### src/alarm_pkg.sv
// Constants, register map and alarm type codes for the alarm evaluator.
// Assumes one 20 MHz clock and a plain address/strobe register port.
package alarm_pkg;
    localparam int          NCH            = 3;
    localparam int          AW             = 8;
    localparam int          DW             = 32;
    localparam int          VW             = 16;
    localparam int          XW             = 18;
    localparam int          TW             = 5;
    localparam int          DLW            = 10;
    localparam int          RAW_W          = 12;
    localparam int          RAW_SHIFT      = 12;

    // Timing
    localparam int          CLK_PERIOD_NS  = 50;
    localparam int          SEC_TIME_NS    = 1000000000;
    localparam int          SEC_CYCLES     = SEC_TIME_NS / CLK_PERIOD_NS;
    localparam int          CNT_W          = 25;

    // Register offsets (byte addresses)
    localparam logic [7:0]  CTRL_OFS       = 8'h00;
    localparam logic [7:0]  STATUS_OFS     = 8'h04;
    localparam logic [7:0]  SCALE_LO_OFS   = 8'h08;
    localparam logic [7:0]  SCALE_HI_OFS   = 8'h0c;
    localparam logic [7:0]  CH_BASE_OFS    = 8'h20;
    localparam logic [7:0]  CH_STRIDE      = 8'h20;
    localparam logic [4:0]  CH_TYPE_OFS    = 5'h00;
    localparam logic [4:0]  CH_TRIP_OFS    = 5'h04;
    localparam logic [4:0]  CH_UPPER_OFS   = 5'h08;
    localparam logic [4:0]  CH_LOWER_OFS   = 5'h0c;
    localparam logic [4:0]  CH_HYS_OFS     = 5'h10;
    localparam logic [4:0]  CH_ON_DLY_OFS  = 5'h14;
    localparam logic [4:0]  CH_OFF_DLY_OFS = 5'h18;

    // Control register fields
    localparam int          CTRL_HEATCOOL  = 0;
    localparam int          CTRL_REMOTE    = 1;
    localparam int          CTRL_HTR_OPT   = 2;
    localparam int          CTRL_CH1_ALARM = 3;
    localparam int          CTRL_ANALOG    = 4;
    localparam int          CTRL_DP_LSB    = 5;
    localparam int          CTRL_W         = 7;
    localparam logic [6:0]  CTRL_RST       = 7'h00;

    // Status register fields
    localparam int          ST_OUT_LSB     = 0;
    localparam int          ST_RAW_LSB     = 3;
    localparam int          ST_SBY_LSB     = 6;
    localparam int          ST_HTR         = 9;

    // Limits and reset values
    localparam logic signed [15:0] SPAN_MIN = 16'shf831;
    localparam logic signed [15:0] SPAN_MAX = 16'sh270f;
    localparam logic [15:0] HYS_MIN        = 16'h0001;
    localparam logic [15:0] HYS_MAX        = 16'h270f;
    localparam logic [15:0] HYS_RST        = 16'h0001;
    localparam logic [9:0]  DLY_MAX        = 10'h3e7;
    localparam logic signed [15:0] SCALE_LO_RST = 16'sh0000;
    localparam logic signed [15:0] SCALE_HI_RST = 16'sh0064;

    typedef enum logic [4:0] {
        AT_NONE      = 5'h00,
        AT_DEV_BAND  = 5'h01,
        AT_DEV_HI    = 5'h02,
        AT_DEV_LO    = 5'h03,
        AT_RANGE     = 5'h04,
        AT_SB_BAND   = 5'h05,
        AT_SB_HI     = 5'h06,
        AT_SB_LO     = 5'h07,
        AT_ABS_HI    = 5'h08,
        AT_ABS_LO    = 5'h09,
        AT_SB_ABS_HI = 5'h0a,
        AT_SB_ABS_LO = 5'h0b,
        AT_LOOP      = 5'h0c,
        AT_RATE      = 5'h0d,
        AT_SP_HI     = 5'h0e,
        AT_SP_LO     = 5'h0f,
        AT_MV_HI     = 5'h10,
        AT_MV_LO     = 5'h11,
        AT_RSP_HI    = 5'h12,
        AT_RSP_LO    = 5'h13
    } alarm_type_t;

    localparam logic [4:0]  TYPE_RST       = 5'h02;
    localparam logic [4:0]  TYPE_LAST      = 5'h13;
endpackage

### src/alarm_delay_if.sv
// Carrier between the evaluator and one ON/OFF delay timer.
// Assumes both ends share the evaluator clock.
`timescale 1ns/10ps
interface alarm_delay_if;
    logic       cond;
    logic [9:0] on_delay;
    logic [9:0] off_delay;
    logic       out;
    modport evaluator (output cond, output on_delay, output off_delay, input out);
    modport timer     (input cond, input on_delay, input off_delay, output out);
endinterface

### src/alarm_delay_timer.sv
// ON/OFF delay for one alarm channel, counted in whole seconds.
// Assumes a one-cycle seconds tick from the evaluator's divider.
`timescale 1ns/10ps
module alarm_delay_timer (
    input  wire logic   mclk,
    input  wire logic   rst_b,
    input  wire logic   sec_tick,
    alarm_delay_if.timer dly
);
    import alarm_pkg::*;

    logic [DLW-1:0] count_reg;
    logic           out_reg;
    logic [DLW-1:0] limit;

    assign limit   = out_reg ? dly.off_delay : dly.on_delay;
    assign dly.out = out_reg;

    always_ff @(posedge mclk or negedge rst_b) begin
        if (!rst_b) begin
            count_reg <= '0;
            out_reg   <= 1'b0;
        end else if (dly.cond == out_reg) begin
            count_reg <= '0;
        end else if (count_reg >= limit) begin
            out_reg   <= dly.cond;
            count_reg <= '0;
        end else if (sec_tick) begin
            count_reg <= count_reg + 10'h001;
        end
    end
endmodule

### src/alarm_evaluator.sv
// Alarm evaluator: three alarm channels with type select, hysteresis,
// standby sequence and ON/OFF delays, plus analog input scaling.
// Assumes measurement inputs and heater flags come from logic on mclk.
// Function
// - Each channel picks one of 19 types; upper deviation after reset.
// - ON and OFF delays of 0 to 999 seconds gate output changes.
// - Type 1 alarms when reading lies outside target minus lower to plus upper.
// - Type 2 alarms when reading exceeds target by trip amount or more.
// - Type 3 alarms when reading falls below target by trip amount or more.
// - Type 4 alarms when reading lies inside the band around target.
// - Types 5, 6, 7 are types 1, 2, 3 with standby suppression.
// - Type 8 alarms when reading is above the trip point.
// - Type 9 alarms when reading is below the trip point.
// - Types 10, 11 are types 8, 9 with standby suppression.
// - Type 14 alarms when target point is above the trip point.
// - Type 15 alarms when target point is below the trip point.
// - Types 16, 17 compare drive output above or below the trip point.
// - Types 18, 19 compare remote target above or below the trip point.
// - Band types hold separate upper and lower bounds per channel.
// - Type 5 stays off while upper and lower hysteresis regions overlap.
// - Heating/cooling: drive upper uses heating, drive lower uses cooling output.
// - Remote target types work only with CTRL_REMOTE set; in local mode they stay off.
// - Heater option with CTRL_CH1_ALARM clear routes channel 1 to heater fault, hides its type.
// - Analog input scales into -1999 to 9999; decimal point bits are only stored in ctrl_reg.
// - Hysteresis 0.1 to 999.9 degrees; alarms clear past the hysteresis.
`timescale 1ns/10ps
module alarm_evaluator #(
    parameter int SEC_DIV = alarm_pkg::SEC_CYCLES
) (
    input  wire logic                              mclk,
    input  wire logic                              rst_b,
    input  wire logic [alarm_pkg::AW-1:0]          reg_addr,
    input  wire logic [alarm_pkg::DW-1:0]          reg_wdata,
    input  wire logic                              reg_wr,
    input  wire logic                              reg_rd,
    output logic      [alarm_pkg::DW-1:0]          reg_rdata,
    input  wire logic                              sample_valid,
    input  wire logic signed [alarm_pkg::VW-1:0]   temp_reading,
    input  wire logic [alarm_pkg::RAW_W-1:0]       analog_raw,
    input  wire logic signed [alarm_pkg::VW-1:0]   target_point,
    input  wire logic signed [alarm_pkg::VW-1:0]   remote_target,
    input  wire logic signed [alarm_pkg::VW-1:0]   drive_heat,
    input  wire logic signed [alarm_pkg::VW-1:0]   drive_cool,
    input  wire logic                              heater_burnout_flag,
    input  wire logic                              switch_failure_flag,
    output logic signed [alarm_pkg::VW-1:0]        process_reading,
    output logic      [alarm_pkg::NCH-1:0]         alarm_out,
    output logic                                   heater_fault_flag
);
    import alarm_pkg::*;

    logic [CTRL_W-1:0]      ctrl_reg;
    logic signed [VW-1:0]   scale_lo_reg;
    logic signed [VW-1:0]   scale_hi_reg;
    logic [TW-1:0]          type_reg     [NCH];
    logic signed [VW-1:0]   trip_reg     [NCH];
    logic signed [VW-1:0]   upper_reg    [NCH];
    logic signed [VW-1:0]   lower_reg    [NCH];
    logic [VW-1:0]          hys_reg      [NCH];
    logic [DLW-1:0]         on_dly_reg   [NCH];
    logic [DLW-1:0]         off_dly_reg  [NCH];
    logic [NCH-1:0]         raw_reg;
    logic [NCH-1:0]         raw_next;
    logic [NCH-1:0]         sby_done_reg;
    logic [NCH-1:0]         gated;
    logic [NCH-1:0]         type_wr;
    logic [NCH-1:0]         timer_out;
    logic signed [VW-1:0]   sp_prev_reg;
    logic [CNT_W-1:0]       sec_cnt_reg;
    logic                   sec_tick;
    logic [DW-1:0]          rdata_reg;
    logic [DW-1:0]          rd_value;
    logic                   htr_route;
    logic signed [VW-1:0]   pv_next;
    logic signed [31:0]     scale_prod;

    // Clamp a signed value into a span
    function automatic logic signed [VW-1:0] clamp_s(input logic signed [VW-1:0] v,
                                                     input logic signed [VW-1:0] lo,
                                                     input logic signed [VW-1:0] hi);
        clamp_s = (v < lo) ? lo : ((v > hi) ? hi : v);
    endfunction

    // Clamp an unsigned value into a span
    function automatic logic [VW-1:0] clamp_u(input logic [VW-1:0] v,
                                              input logic [VW-1:0] lo,
                                              input logic [VW-1:0] hi);
        clamp_u = (v < lo) ? lo : ((v > hi) ? hi : v);
    endfunction

    function automatic logic signed [XW-1:0] ext(input logic signed [VW-1:0] v);
        ext = XW'(v);
    endfunction

    // Upper compare with release hysteresis
    function automatic logic above(input logic signed [XW-1:0] x,
                                   input logic signed [XW-1:0] thr,
                                   input logic signed [XW-1:0] hys,
                                   input logic                 prev,
                                   input logic                 incl);
        if (prev)
            above = x > (thr - hys);
        else
            above = incl ? (x >= thr) : (x > thr);
    endfunction

    // Lower compare with release hysteresis
    function automatic logic below(input logic signed [XW-1:0] x,
                                   input logic signed [XW-1:0] thr,
                                   input logic signed [XW-1:0] hys,
                                   input logic                 prev,
                                   input logic                 incl);
        if (prev)
            below = x < (thr + hys);
        else
            below = incl ? (x <= thr) : (x < thr);
    endfunction

    function automatic logic is_standby(input logic [TW-1:0] t);
        is_standby = (t == AT_SB_BAND) || (t == AT_SB_HI) || (t == AT_SB_LO) ||
                     (t == AT_SB_ABS_HI) || (t == AT_SB_ABS_LO);
    endfunction

    // Raw alarm condition for one channel
    function automatic logic eval_cond(input logic [TW-1:0]       t,
                                       input logic signed [XW-1:0] pv,
                                       input logic signed [XW-1:0] sp,
                                       input logic signed [XW-1:0] trip,
                                       input logic signed [XW-1:0] up,
                                       input logic signed [XW-1:0] lo,
                                       input logic signed [XW-1:0] hys,
                                       input logic                 prev);
        logic signed [XW-1:0] rsp;
        logic signed [XW-1:0] mvh;
        logic signed [XW-1:0] mvl;
        logic                 out_band;
        rsp = ext(remote_target);
        mvh = ext(drive_heat);
        mvl = ctrl_reg[CTRL_HEATCOOL] ? ext(drive_cool) : ext(drive_heat);
        out_band = above(pv, sp + up, hys, prev, 1'b1) || below(pv, sp - lo, hys, prev, 1'b1);
        case (t)
            AT_DEV_BAND:              eval_cond = out_band;
            AT_SB_BAND:               eval_cond = ((up + lo) > (hys + hys)) && out_band;
            AT_DEV_HI, AT_SB_HI:      eval_cond = above(pv, sp + trip, hys, prev, 1'b1);
            AT_DEV_LO, AT_SB_LO:      eval_cond = below(pv, sp - trip, hys, prev, 1'b1);
            AT_RANGE:                 eval_cond = prev ? ((pv < sp + up + hys) && (pv > sp - lo - hys))
                                                       : ((pv < sp + up) && (pv > sp - lo));
            AT_ABS_HI, AT_SB_ABS_HI:  eval_cond = above(pv, trip, hys, prev, 1'b0);
            AT_ABS_LO, AT_SB_ABS_LO:  eval_cond = below(pv, trip, hys, prev, 1'b0);
            AT_SP_HI:                 eval_cond = above(sp, trip, hys, prev, 1'b0);
            AT_SP_LO:                 eval_cond = below(sp, trip, hys, prev, 1'b0);
            AT_MV_HI:                 eval_cond = above(mvh, trip, hys, prev, 1'b0);
            AT_MV_LO:                 eval_cond = below(mvl, trip, hys, prev, 1'b0);
            AT_RSP_HI:                eval_cond = ctrl_reg[CTRL_REMOTE] && above(rsp, trip, hys, prev, 1'b0);
            AT_RSP_LO:                eval_cond = ctrl_reg[CTRL_REMOTE] && below(rsp, trip, hys, prev, 1'b0);
            // none and unsupported types stay off
            default:                  eval_cond = 1'b0;
        endcase
    endfunction

    // Seconds tick divider
    always_ff @(posedge mclk or negedge rst_b) begin
        if (!rst_b)
            sec_cnt_reg <= '0;
        else if (sec_cnt_reg >= CNT_W'(SEC_DIV - 1))
            sec_cnt_reg <= '0;
        else
            sec_cnt_reg <= sec_cnt_reg + 25'h0000001;
    end
    assign sec_tick = (sec_cnt_reg >= CNT_W'(SEC_DIV - 1));

    always_comb begin
        scale_prod = 32'(ext(scale_hi_reg) - ext(scale_lo_reg)) * $signed({20'h00000, analog_raw});
        pv_next    = ctrl_reg[CTRL_ANALOG] ? VW'(ext(scale_lo_reg) + XW'(scale_prod >>> RAW_SHIFT))
                                           : temp_reading;
    end

    always_ff @(posedge mclk or negedge rst_b) begin
        if (!rst_b) begin
            process_reading <= '0;
            sp_prev_reg     <= '0;
        end else if (sample_valid) begin
            process_reading <= pv_next;
            sp_prev_reg     <= target_point;
        end
    end

    // Per-channel raw conditions
    always_comb begin
        for (int i = 0; i < NCH; i++)
            raw_next[i] = eval_cond(type_reg[i], ext(process_reading), ext(target_point),
                                    ext(trip_reg[i]), ext(upper_reg[i]), ext(lower_reg[i]),
                                    ext(signed'(hys_reg[i])), raw_reg[i]);
    end

    always_ff @(posedge mclk or negedge rst_b) begin
        if (!rst_b)
            raw_reg <= '0;
        else if (sample_valid)
            raw_reg <= raw_next;
    end

    always_ff @(posedge mclk or negedge rst_b) begin
        if (!rst_b) begin
            sby_done_reg <= '0;
        end else begin
            for (int i = 0; i < NCH; i++) begin
                if (sample_valid && !raw_next[i])
                    sby_done_reg[i] <= 1'b1;
                else if (type_wr[i] || (sample_valid && target_point != sp_prev_reg))
                    sby_done_reg[i] <= 1'b0;
            end
        end
    end

    always_comb begin
        for (int i = 0; i < NCH; i++)
            gated[i] = raw_reg[i] && (!is_standby(type_reg[i]) || sby_done_reg[i]);
    end

    alarm_delay_if dly_if [NCH] ();

    for (genvar g = 0; g < NCH; g++) begin : g_ch
        assign dly_if[g].cond      = gated[g];
        assign dly_if[g].on_delay  = on_dly_reg[g];
        assign dly_if[g].off_delay = off_dly_reg[g];
        assign timer_out[g]        = dly_if[g].out;
        alarm_delay_timer u_timer (
            .mclk     (mclk),
            .rst_b    (rst_b),
            .sec_tick (sec_tick),
            .dly      (dly_if[g])
        );
    end

    assign htr_route = ctrl_reg[CTRL_HTR_OPT] && !ctrl_reg[CTRL_CH1_ALARM];

    always_ff @(posedge mclk or negedge rst_b) begin
        if (!rst_b) begin
            alarm_out         <= '0;
            heater_fault_flag <= 1'b0;
        end else begin
            heater_fault_flag <= ctrl_reg[CTRL_HTR_OPT] && (heater_burnout_flag || switch_failure_flag);
            alarm_out         <= timer_out;
            if (htr_route)
                alarm_out[0] <= heater_burnout_flag || switch_failure_flag;
        end
    end

    // Global register writes
    always_ff @(posedge mclk or negedge rst_b) begin
        if (!rst_b) begin
            ctrl_reg     <= CTRL_RST;
            scale_lo_reg <= SCALE_LO_RST;
            scale_hi_reg <= SCALE_HI_RST;
        end else if (reg_wr) begin
            if (reg_addr == CTRL_OFS)
                ctrl_reg <= reg_wdata[CTRL_W-1:0];
            if (reg_addr == SCALE_LO_OFS)
                scale_lo_reg <= clamp_s(reg_wdata[VW-1:0], SPAN_MIN, SPAN_MAX);
            if (reg_addr == SCALE_HI_OFS)
                scale_hi_reg <= clamp_s(reg_wdata[VW-1:0], SPAN_MIN, SPAN_MAX);
        end
    end

    always_comb begin
        for (int i = 0; i < NCH; i++)
            type_wr[i] = reg_wr && (reg_addr == CH_BASE_OFS + 8'(i) * CH_STRIDE + 8'(CH_TYPE_OFS));
    end

    // Channel register writes
    always_ff @(posedge mclk or negedge rst_b) begin
        if (!rst_b) begin
            for (int i = 0; i < NCH; i++) begin
                type_reg[i]    <= TYPE_RST;
                trip_reg[i]    <= '0;
                upper_reg[i]   <= '0;
                lower_reg[i]   <= '0;
                hys_reg[i]     <= HYS_RST;
                on_dly_reg[i]  <= '0;
                off_dly_reg[i] <= '0;
            end
        end else if (reg_wr) begin
            for (int i = 0; i < NCH; i++) begin
                if (type_wr[i] && reg_wdata <= DW'(TYPE_LAST))
                    type_reg[i] <= reg_wdata[TW-1:0];
                if (reg_addr == CH_BASE_OFS + 8'(i) * CH_STRIDE + 8'(CH_TRIP_OFS))
                    trip_reg[i] <= reg_wdata[VW-1:0];
                if (reg_addr == CH_BASE_OFS + 8'(i) * CH_STRIDE + 8'(CH_UPPER_OFS))
                    upper_reg[i] <= reg_wdata[VW-1:0];
                if (reg_addr == CH_BASE_OFS + 8'(i) * CH_STRIDE + 8'(CH_LOWER_OFS))
                    lower_reg[i] <= reg_wdata[VW-1:0];
                if (reg_addr == CH_BASE_OFS + 8'(i) * CH_STRIDE + 8'(CH_HYS_OFS))
                    hys_reg[i] <= clamp_u(reg_wdata[VW-1:0], HYS_MIN, HYS_MAX);
                if (reg_addr == CH_BASE_OFS + 8'(i) * CH_STRIDE + 8'(CH_ON_DLY_OFS))
                    on_dly_reg[i] <= (reg_wdata > DW'(DLY_MAX)) ? DLY_MAX : reg_wdata[DLW-1:0];
                if (reg_addr == CH_BASE_OFS + 8'(i) * CH_STRIDE + 8'(CH_OFF_DLY_OFS))
                    off_dly_reg[i] <= (reg_wdata > DW'(DLY_MAX)) ? DLY_MAX : reg_wdata[DLW-1:0];
            end
        end
    end

    // Read decode
    always_comb begin
        rd_value = '0;
        unique case (reg_addr)
            CTRL_OFS:     rd_value = DW'(ctrl_reg);
            STATUS_OFS:   rd_value = DW'({heater_fault_flag, sby_done_reg, raw_reg, alarm_out});
            SCALE_LO_OFS: rd_value = DW'(unsigned'(scale_lo_reg));
            SCALE_HI_OFS: rd_value = DW'(unsigned'(scale_hi_reg));
            default:      rd_value = '0;
        endcase
        for (int i = 0; i < NCH; i++) begin
            if (reg_addr == CH_BASE_OFS + 8'(i) * CH_STRIDE + 8'(CH_TYPE_OFS))
                rd_value = (i == 0 && htr_route) ? '0 : DW'(type_reg[i]);
            if (reg_addr == CH_BASE_OFS + 8'(i) * CH_STRIDE + 8'(CH_TRIP_OFS))
                rd_value = DW'(unsigned'(trip_reg[i]));
            if (reg_addr == CH_BASE_OFS + 8'(i) * CH_STRIDE + 8'(CH_UPPER_OFS))
                rd_value = DW'(unsigned'(upper_reg[i]));
            if (reg_addr == CH_BASE_OFS + 8'(i) * CH_STRIDE + 8'(CH_LOWER_OFS))
                rd_value = DW'(unsigned'(lower_reg[i]));
            if (reg_addr == CH_BASE_OFS + 8'(i) * CH_STRIDE + 8'(CH_HYS_OFS))
                rd_value = DW'(hys_reg[i]);
            if (reg_addr == CH_BASE_OFS + 8'(i) * CH_STRIDE + 8'(CH_ON_DLY_OFS))
                rd_value = DW'(on_dly_reg[i]);
            if (reg_addr == CH_BASE_OFS + 8'(i) * CH_STRIDE + 8'(CH_OFF_DLY_OFS))
                rd_value = DW'(off_dly_reg[i]);
        end
    end

    always_ff @(posedge mclk or negedge rst_b) begin
        if (!rst_b)
            rdata_reg <= '0;
        else
            rdata_reg <= reg_rd ? rd_value : '0;
    end
    assign reg_rdata = rdata_reg;
endmodule

### config.mk
export PLATFORM = sky130hd
export DESIGN_NAME = alarm_evaluator
export DESIGN_NICKNAME = d
export VERILOG_FILES = /design/src/alarm_pkg.sv /design/src/alarm_delay_if.sv /design/src/alarm_delay_timer.sv /design/src/alarm_evaluator.sv
export SDC_FILE = /design/constraint.sdc
export NUM_CORES = 2
export LEC_CHECK = 0
export BUFFER_PORTS_ARGS = -buffer_cell sky130_fd_sc_hd__buf_2
export CORE_UTILIZATION = 40
export CTS_BUF_LIST = sky130_fd_sc_hd__clkbuf_2
export DETAILED_ROUTE_END_ITERATION = 16
export GPL_ROUTABILITY_DRIVEN = 1
export GPL_TIMING_DRIVEN = 1
export PLACE_DENSITY = 0.56
export SLEW_MARGIN = 40
export SYNTH_ARGS = -nofsm -noshare
export SYNTH_HDL_FRONTEND = slang
export SYNTH_SLANG_ARGS = --single-unit
### constraint.sdc
create_clock -name mclk -period 17.2 [get_ports mclk]
set_input_delay 0.86 -clock mclk [delete_from_list [all_inputs] [get_ports mclk]]
set_output_delay 0.86 -clock mclk [all_outputs]
set_load 0.1 [all_outputs]
==> flow_summary.ini <==
[placement]
place.port_buffers = 174
place_area_sq_um = 88280
pre_cts_slack_ps = 7436
hpwlAfterDp_um = 295900
gp_congestion = 1.067

[floorplan]
core_sq_um = 207100
fp-row-count = 167
pin_count = 191
start_util_pct = 40.24
die_w_um = 458.4
dieArea_sq_um = 210200
die_h_um = 458.4

[global_route]
gr-total-overflow = 0
antenna_found_initial = 40
grt_pass1_vias = 79230
grtUsageMet2_pct = 54.17
top_usage_layer = met2
grtUsageMet1_pct = 44.10
track_usage_pct = 35.02
grt_pass1_wl_um = 540000
grt_max_degree = 78
grt_use_met3_pct = 7.172

[timing]
rsz0062_at_grt = false
relSlewSlack_pct = 34.74
fmax_ghz = 0.1007
hold_viol_final = 0
setup_violations = 0
fin_crit_ps = 9933
hold_ws_ps = 152.6
drv_slew = 0
tightest_slew_ps = 978.8
period_share_pct = 57.75
fin_tns_setup_ps = 0
setup_slack_ps = 7268
fin_skew_ps = 230.6

[cells_and_area]
regArea_sq_um = 10620
final_cell_area_sq_um = 89840
multi_input_area_sq_um = 68220
fillers = 20800
nets = 12650
area_delta_synth_final_pct = 7.813
drive_above_1_share_pct = 8.446

[power_and_ir_drop]
p_leak_nw = 43.09
p_per_area_nw_per_um2 = 179.0
finalPower_mw = 16.08
ir_drop_v = 0.0005205

[synthesis]
yosysTopAreaCellShare_pct = 28.86
ys_seq_area_share_pct = 12.69
synth_area_leaders = ha_1 29%, dfrtp_1 12%, fa_1 5.3%, inv_1 4.4%, xnor2_1 4.3%
synth.distinct_cells = 93
yosys.area.top_type = ha_1
synthArstFlopShare_pct = 100.0
syn_area_per_cell_sq_um = 8.261
ys_warn_count = 0
synth-seq-cells = 422
netlist_area_sq_um = 83330
synth-edff-count = 0
syn_inst = 10090
ys.flop_type = dfrtp_1

[setup_path]
arrival_ps = 11060
cpPeakStageDelay_ps = 560
cp-end-kind = flop
crit_path_frequent_cell = fa_1
worstPathMaxFanout = 12
cp_slowest_cell = fa_1
worstPathRequired_ps = 18330
criticalPathCategory = reg -> reg
critPathLaunchType = flop

[min_path]
hold_path_class = in -> reg

[routing]
drt_wl_total_um = 379300
vias_per_cell = 6.219
drtIter0Drc = 8446
route.vias.total = 82480
post_drt_wl_per_cell_um = 28.59
post-route-drc-count = 0
ant_nets = 0
firstDrtPassIters = 6

[cts]
cts.sinks = 422
root_buffer = clkbuf_2
cts_made_buffers = 119
cts_tree = built
post-cts-setup-buffer-count = 0
clk_latency_ps = 1500
clk_pin_slew_ps = 100
clock_path_buffers = 3
htree_levels = 3

[status]
status = completed

[flow_run]
maxCapViolCount = 0
[logic make-up after synthesis]
group                    count (synthesis)  share of synthesized area, %
XOR/XNOR                               603                         6.338
AND/OR/NAND/NOR                       2793                         16.82
other                                    1                      0.004500
adder cells (fa/ha/maj)               2142                         34.14
buffers and inverters                 1238                         5.675
AO/OA/AOI/OAI                         2623                         20.78
multiplexers                           265                         3.561
flip-flops                             422                         12.69
[power breakdown]
group	internal, mW	total (mW)	switching (mW)
registers	1.07	1.39	0.327
clock network	0.301	0.790	0.489
logic	5.69	13.9	8.22
[worst max-delay path, delay by kind of cell (launching register included)]
kind / cells / cell delay, ps
flops: 1 / 520
buf+inv: 3 / 200
simple gates: 9 / 1480
fa+ha+maj: 8 / 3560
compound gates: 16 / 3360
xor+xnor: 4 / 600
[layout by cell type (no fill, tap or decap), types with 34 or more instances in the layout]
master	instances
or3_1	74
nand2b_1	154
o21bai_1	104
nand3_1	235
o21a_1	147
nand2_1	652
nor2b_1	197
nand4_1	193
ha_1	1922
a21boi_0	34
o31ai_1	36
dfrtp_1	397
dlygate4sd3_1	36
nor2_1	583
a21oi_1	661
a31oi_1	65
o2111ai_1	63
fa_1	220
inv_1	977
a211oi_1	78
and3_1	101
a2111oi_0	37
and2_1	111
buf_4	178
nor4_1	53
o21ai_1	89
a21o_1	295
and4_1	39
mux2i_1	58
clkbuf_2	170
mux2_2	202
nor3_1	258
buf_2	179
xor2_1	192
o21ai_0	491
o211ai_1	67
a221oi_1	50
xnor2_1	410
a22oi_1	54
[cells in the mapped netlist (67+ instances only)]
master    count
o21bai_1    104
xor2_1      192
a21oi_1     661
mux2_2      202
nor2_1      586
or3_1        74
o21ai_1      89
ha_1       1922
and2_1      112
a21o_1      295
dfrtp_1     413
nor2b_1     198
nand3_1     235
nand2b_1    154
fa_1        220
a211oi_1     79
inv_1       978
xnor2_1     411
and3_1      101
o21ai_0     491
nand2_1     658
nand4_1     193
clkbuf_1    200
o211ai_1     67
nor3_1      261
o21a_1      147
[per-layer routing]
layer	share of wire (%)	routed length, um
met3	9.3	35100
met2	43	161600
met1	40	153500
met4	7.7	29030
met5	0.027	104
[cell type report]
cell class,instances,area share [%]
Clock inverter,40,0.2576
Tap cell,2788,3.883
Timing Repair Buffer,399,3.001
Sequential cell,422,11.82
Inverter,982,4.103
Multi-Input combinational cell,8442,75.93
Antenna cell,21,0.05849
Clock buffer,170,0.9470
[metrics by stage]
step                      instances  utilization [%]
after floorplan               10100                -
after global placement        12990            42.56
after detailed placement      12990            42.63
after CTS                     13240            43.34
after global routing          13250            43.37
final                         13260            43.39
[final timing paths]
path	start	endpoint	slack, ps	cells past startpoint
hold / removal	target_point[11]	sp_prev_reg[11]$_DFFE_PN0P_	150	2
max in group asynchronous	rst_b	trip_reg[40]$_DFFE_PN0P_	14400	6
setup / recovery	scale_lo_reg[1]$_DFFE_PN0P_	process_reading[15]$_DFFE_PN0P_	7270	40
min in group asynchronous	rst_b	trip_reg[20]$_DFFE_PN0P_	620	4
hold reg to reg	scale_hi_reg[2]$_DFFE_PN1P_	scale_hi_reg[2]$_DFFE_PN1P_	500	2
setup reg to reg	scale_lo_reg[1]$_DFFE_PN0P_	process_reading[15]$_DFFE_PN0P_	7270	40
[repair_timing]
item	CTS	global route
resized for setup	0	0
hold buffers	37	0
endpoints found under the hold margin	235	0
No activity file was read; power rests on OpenSTA's default activity.
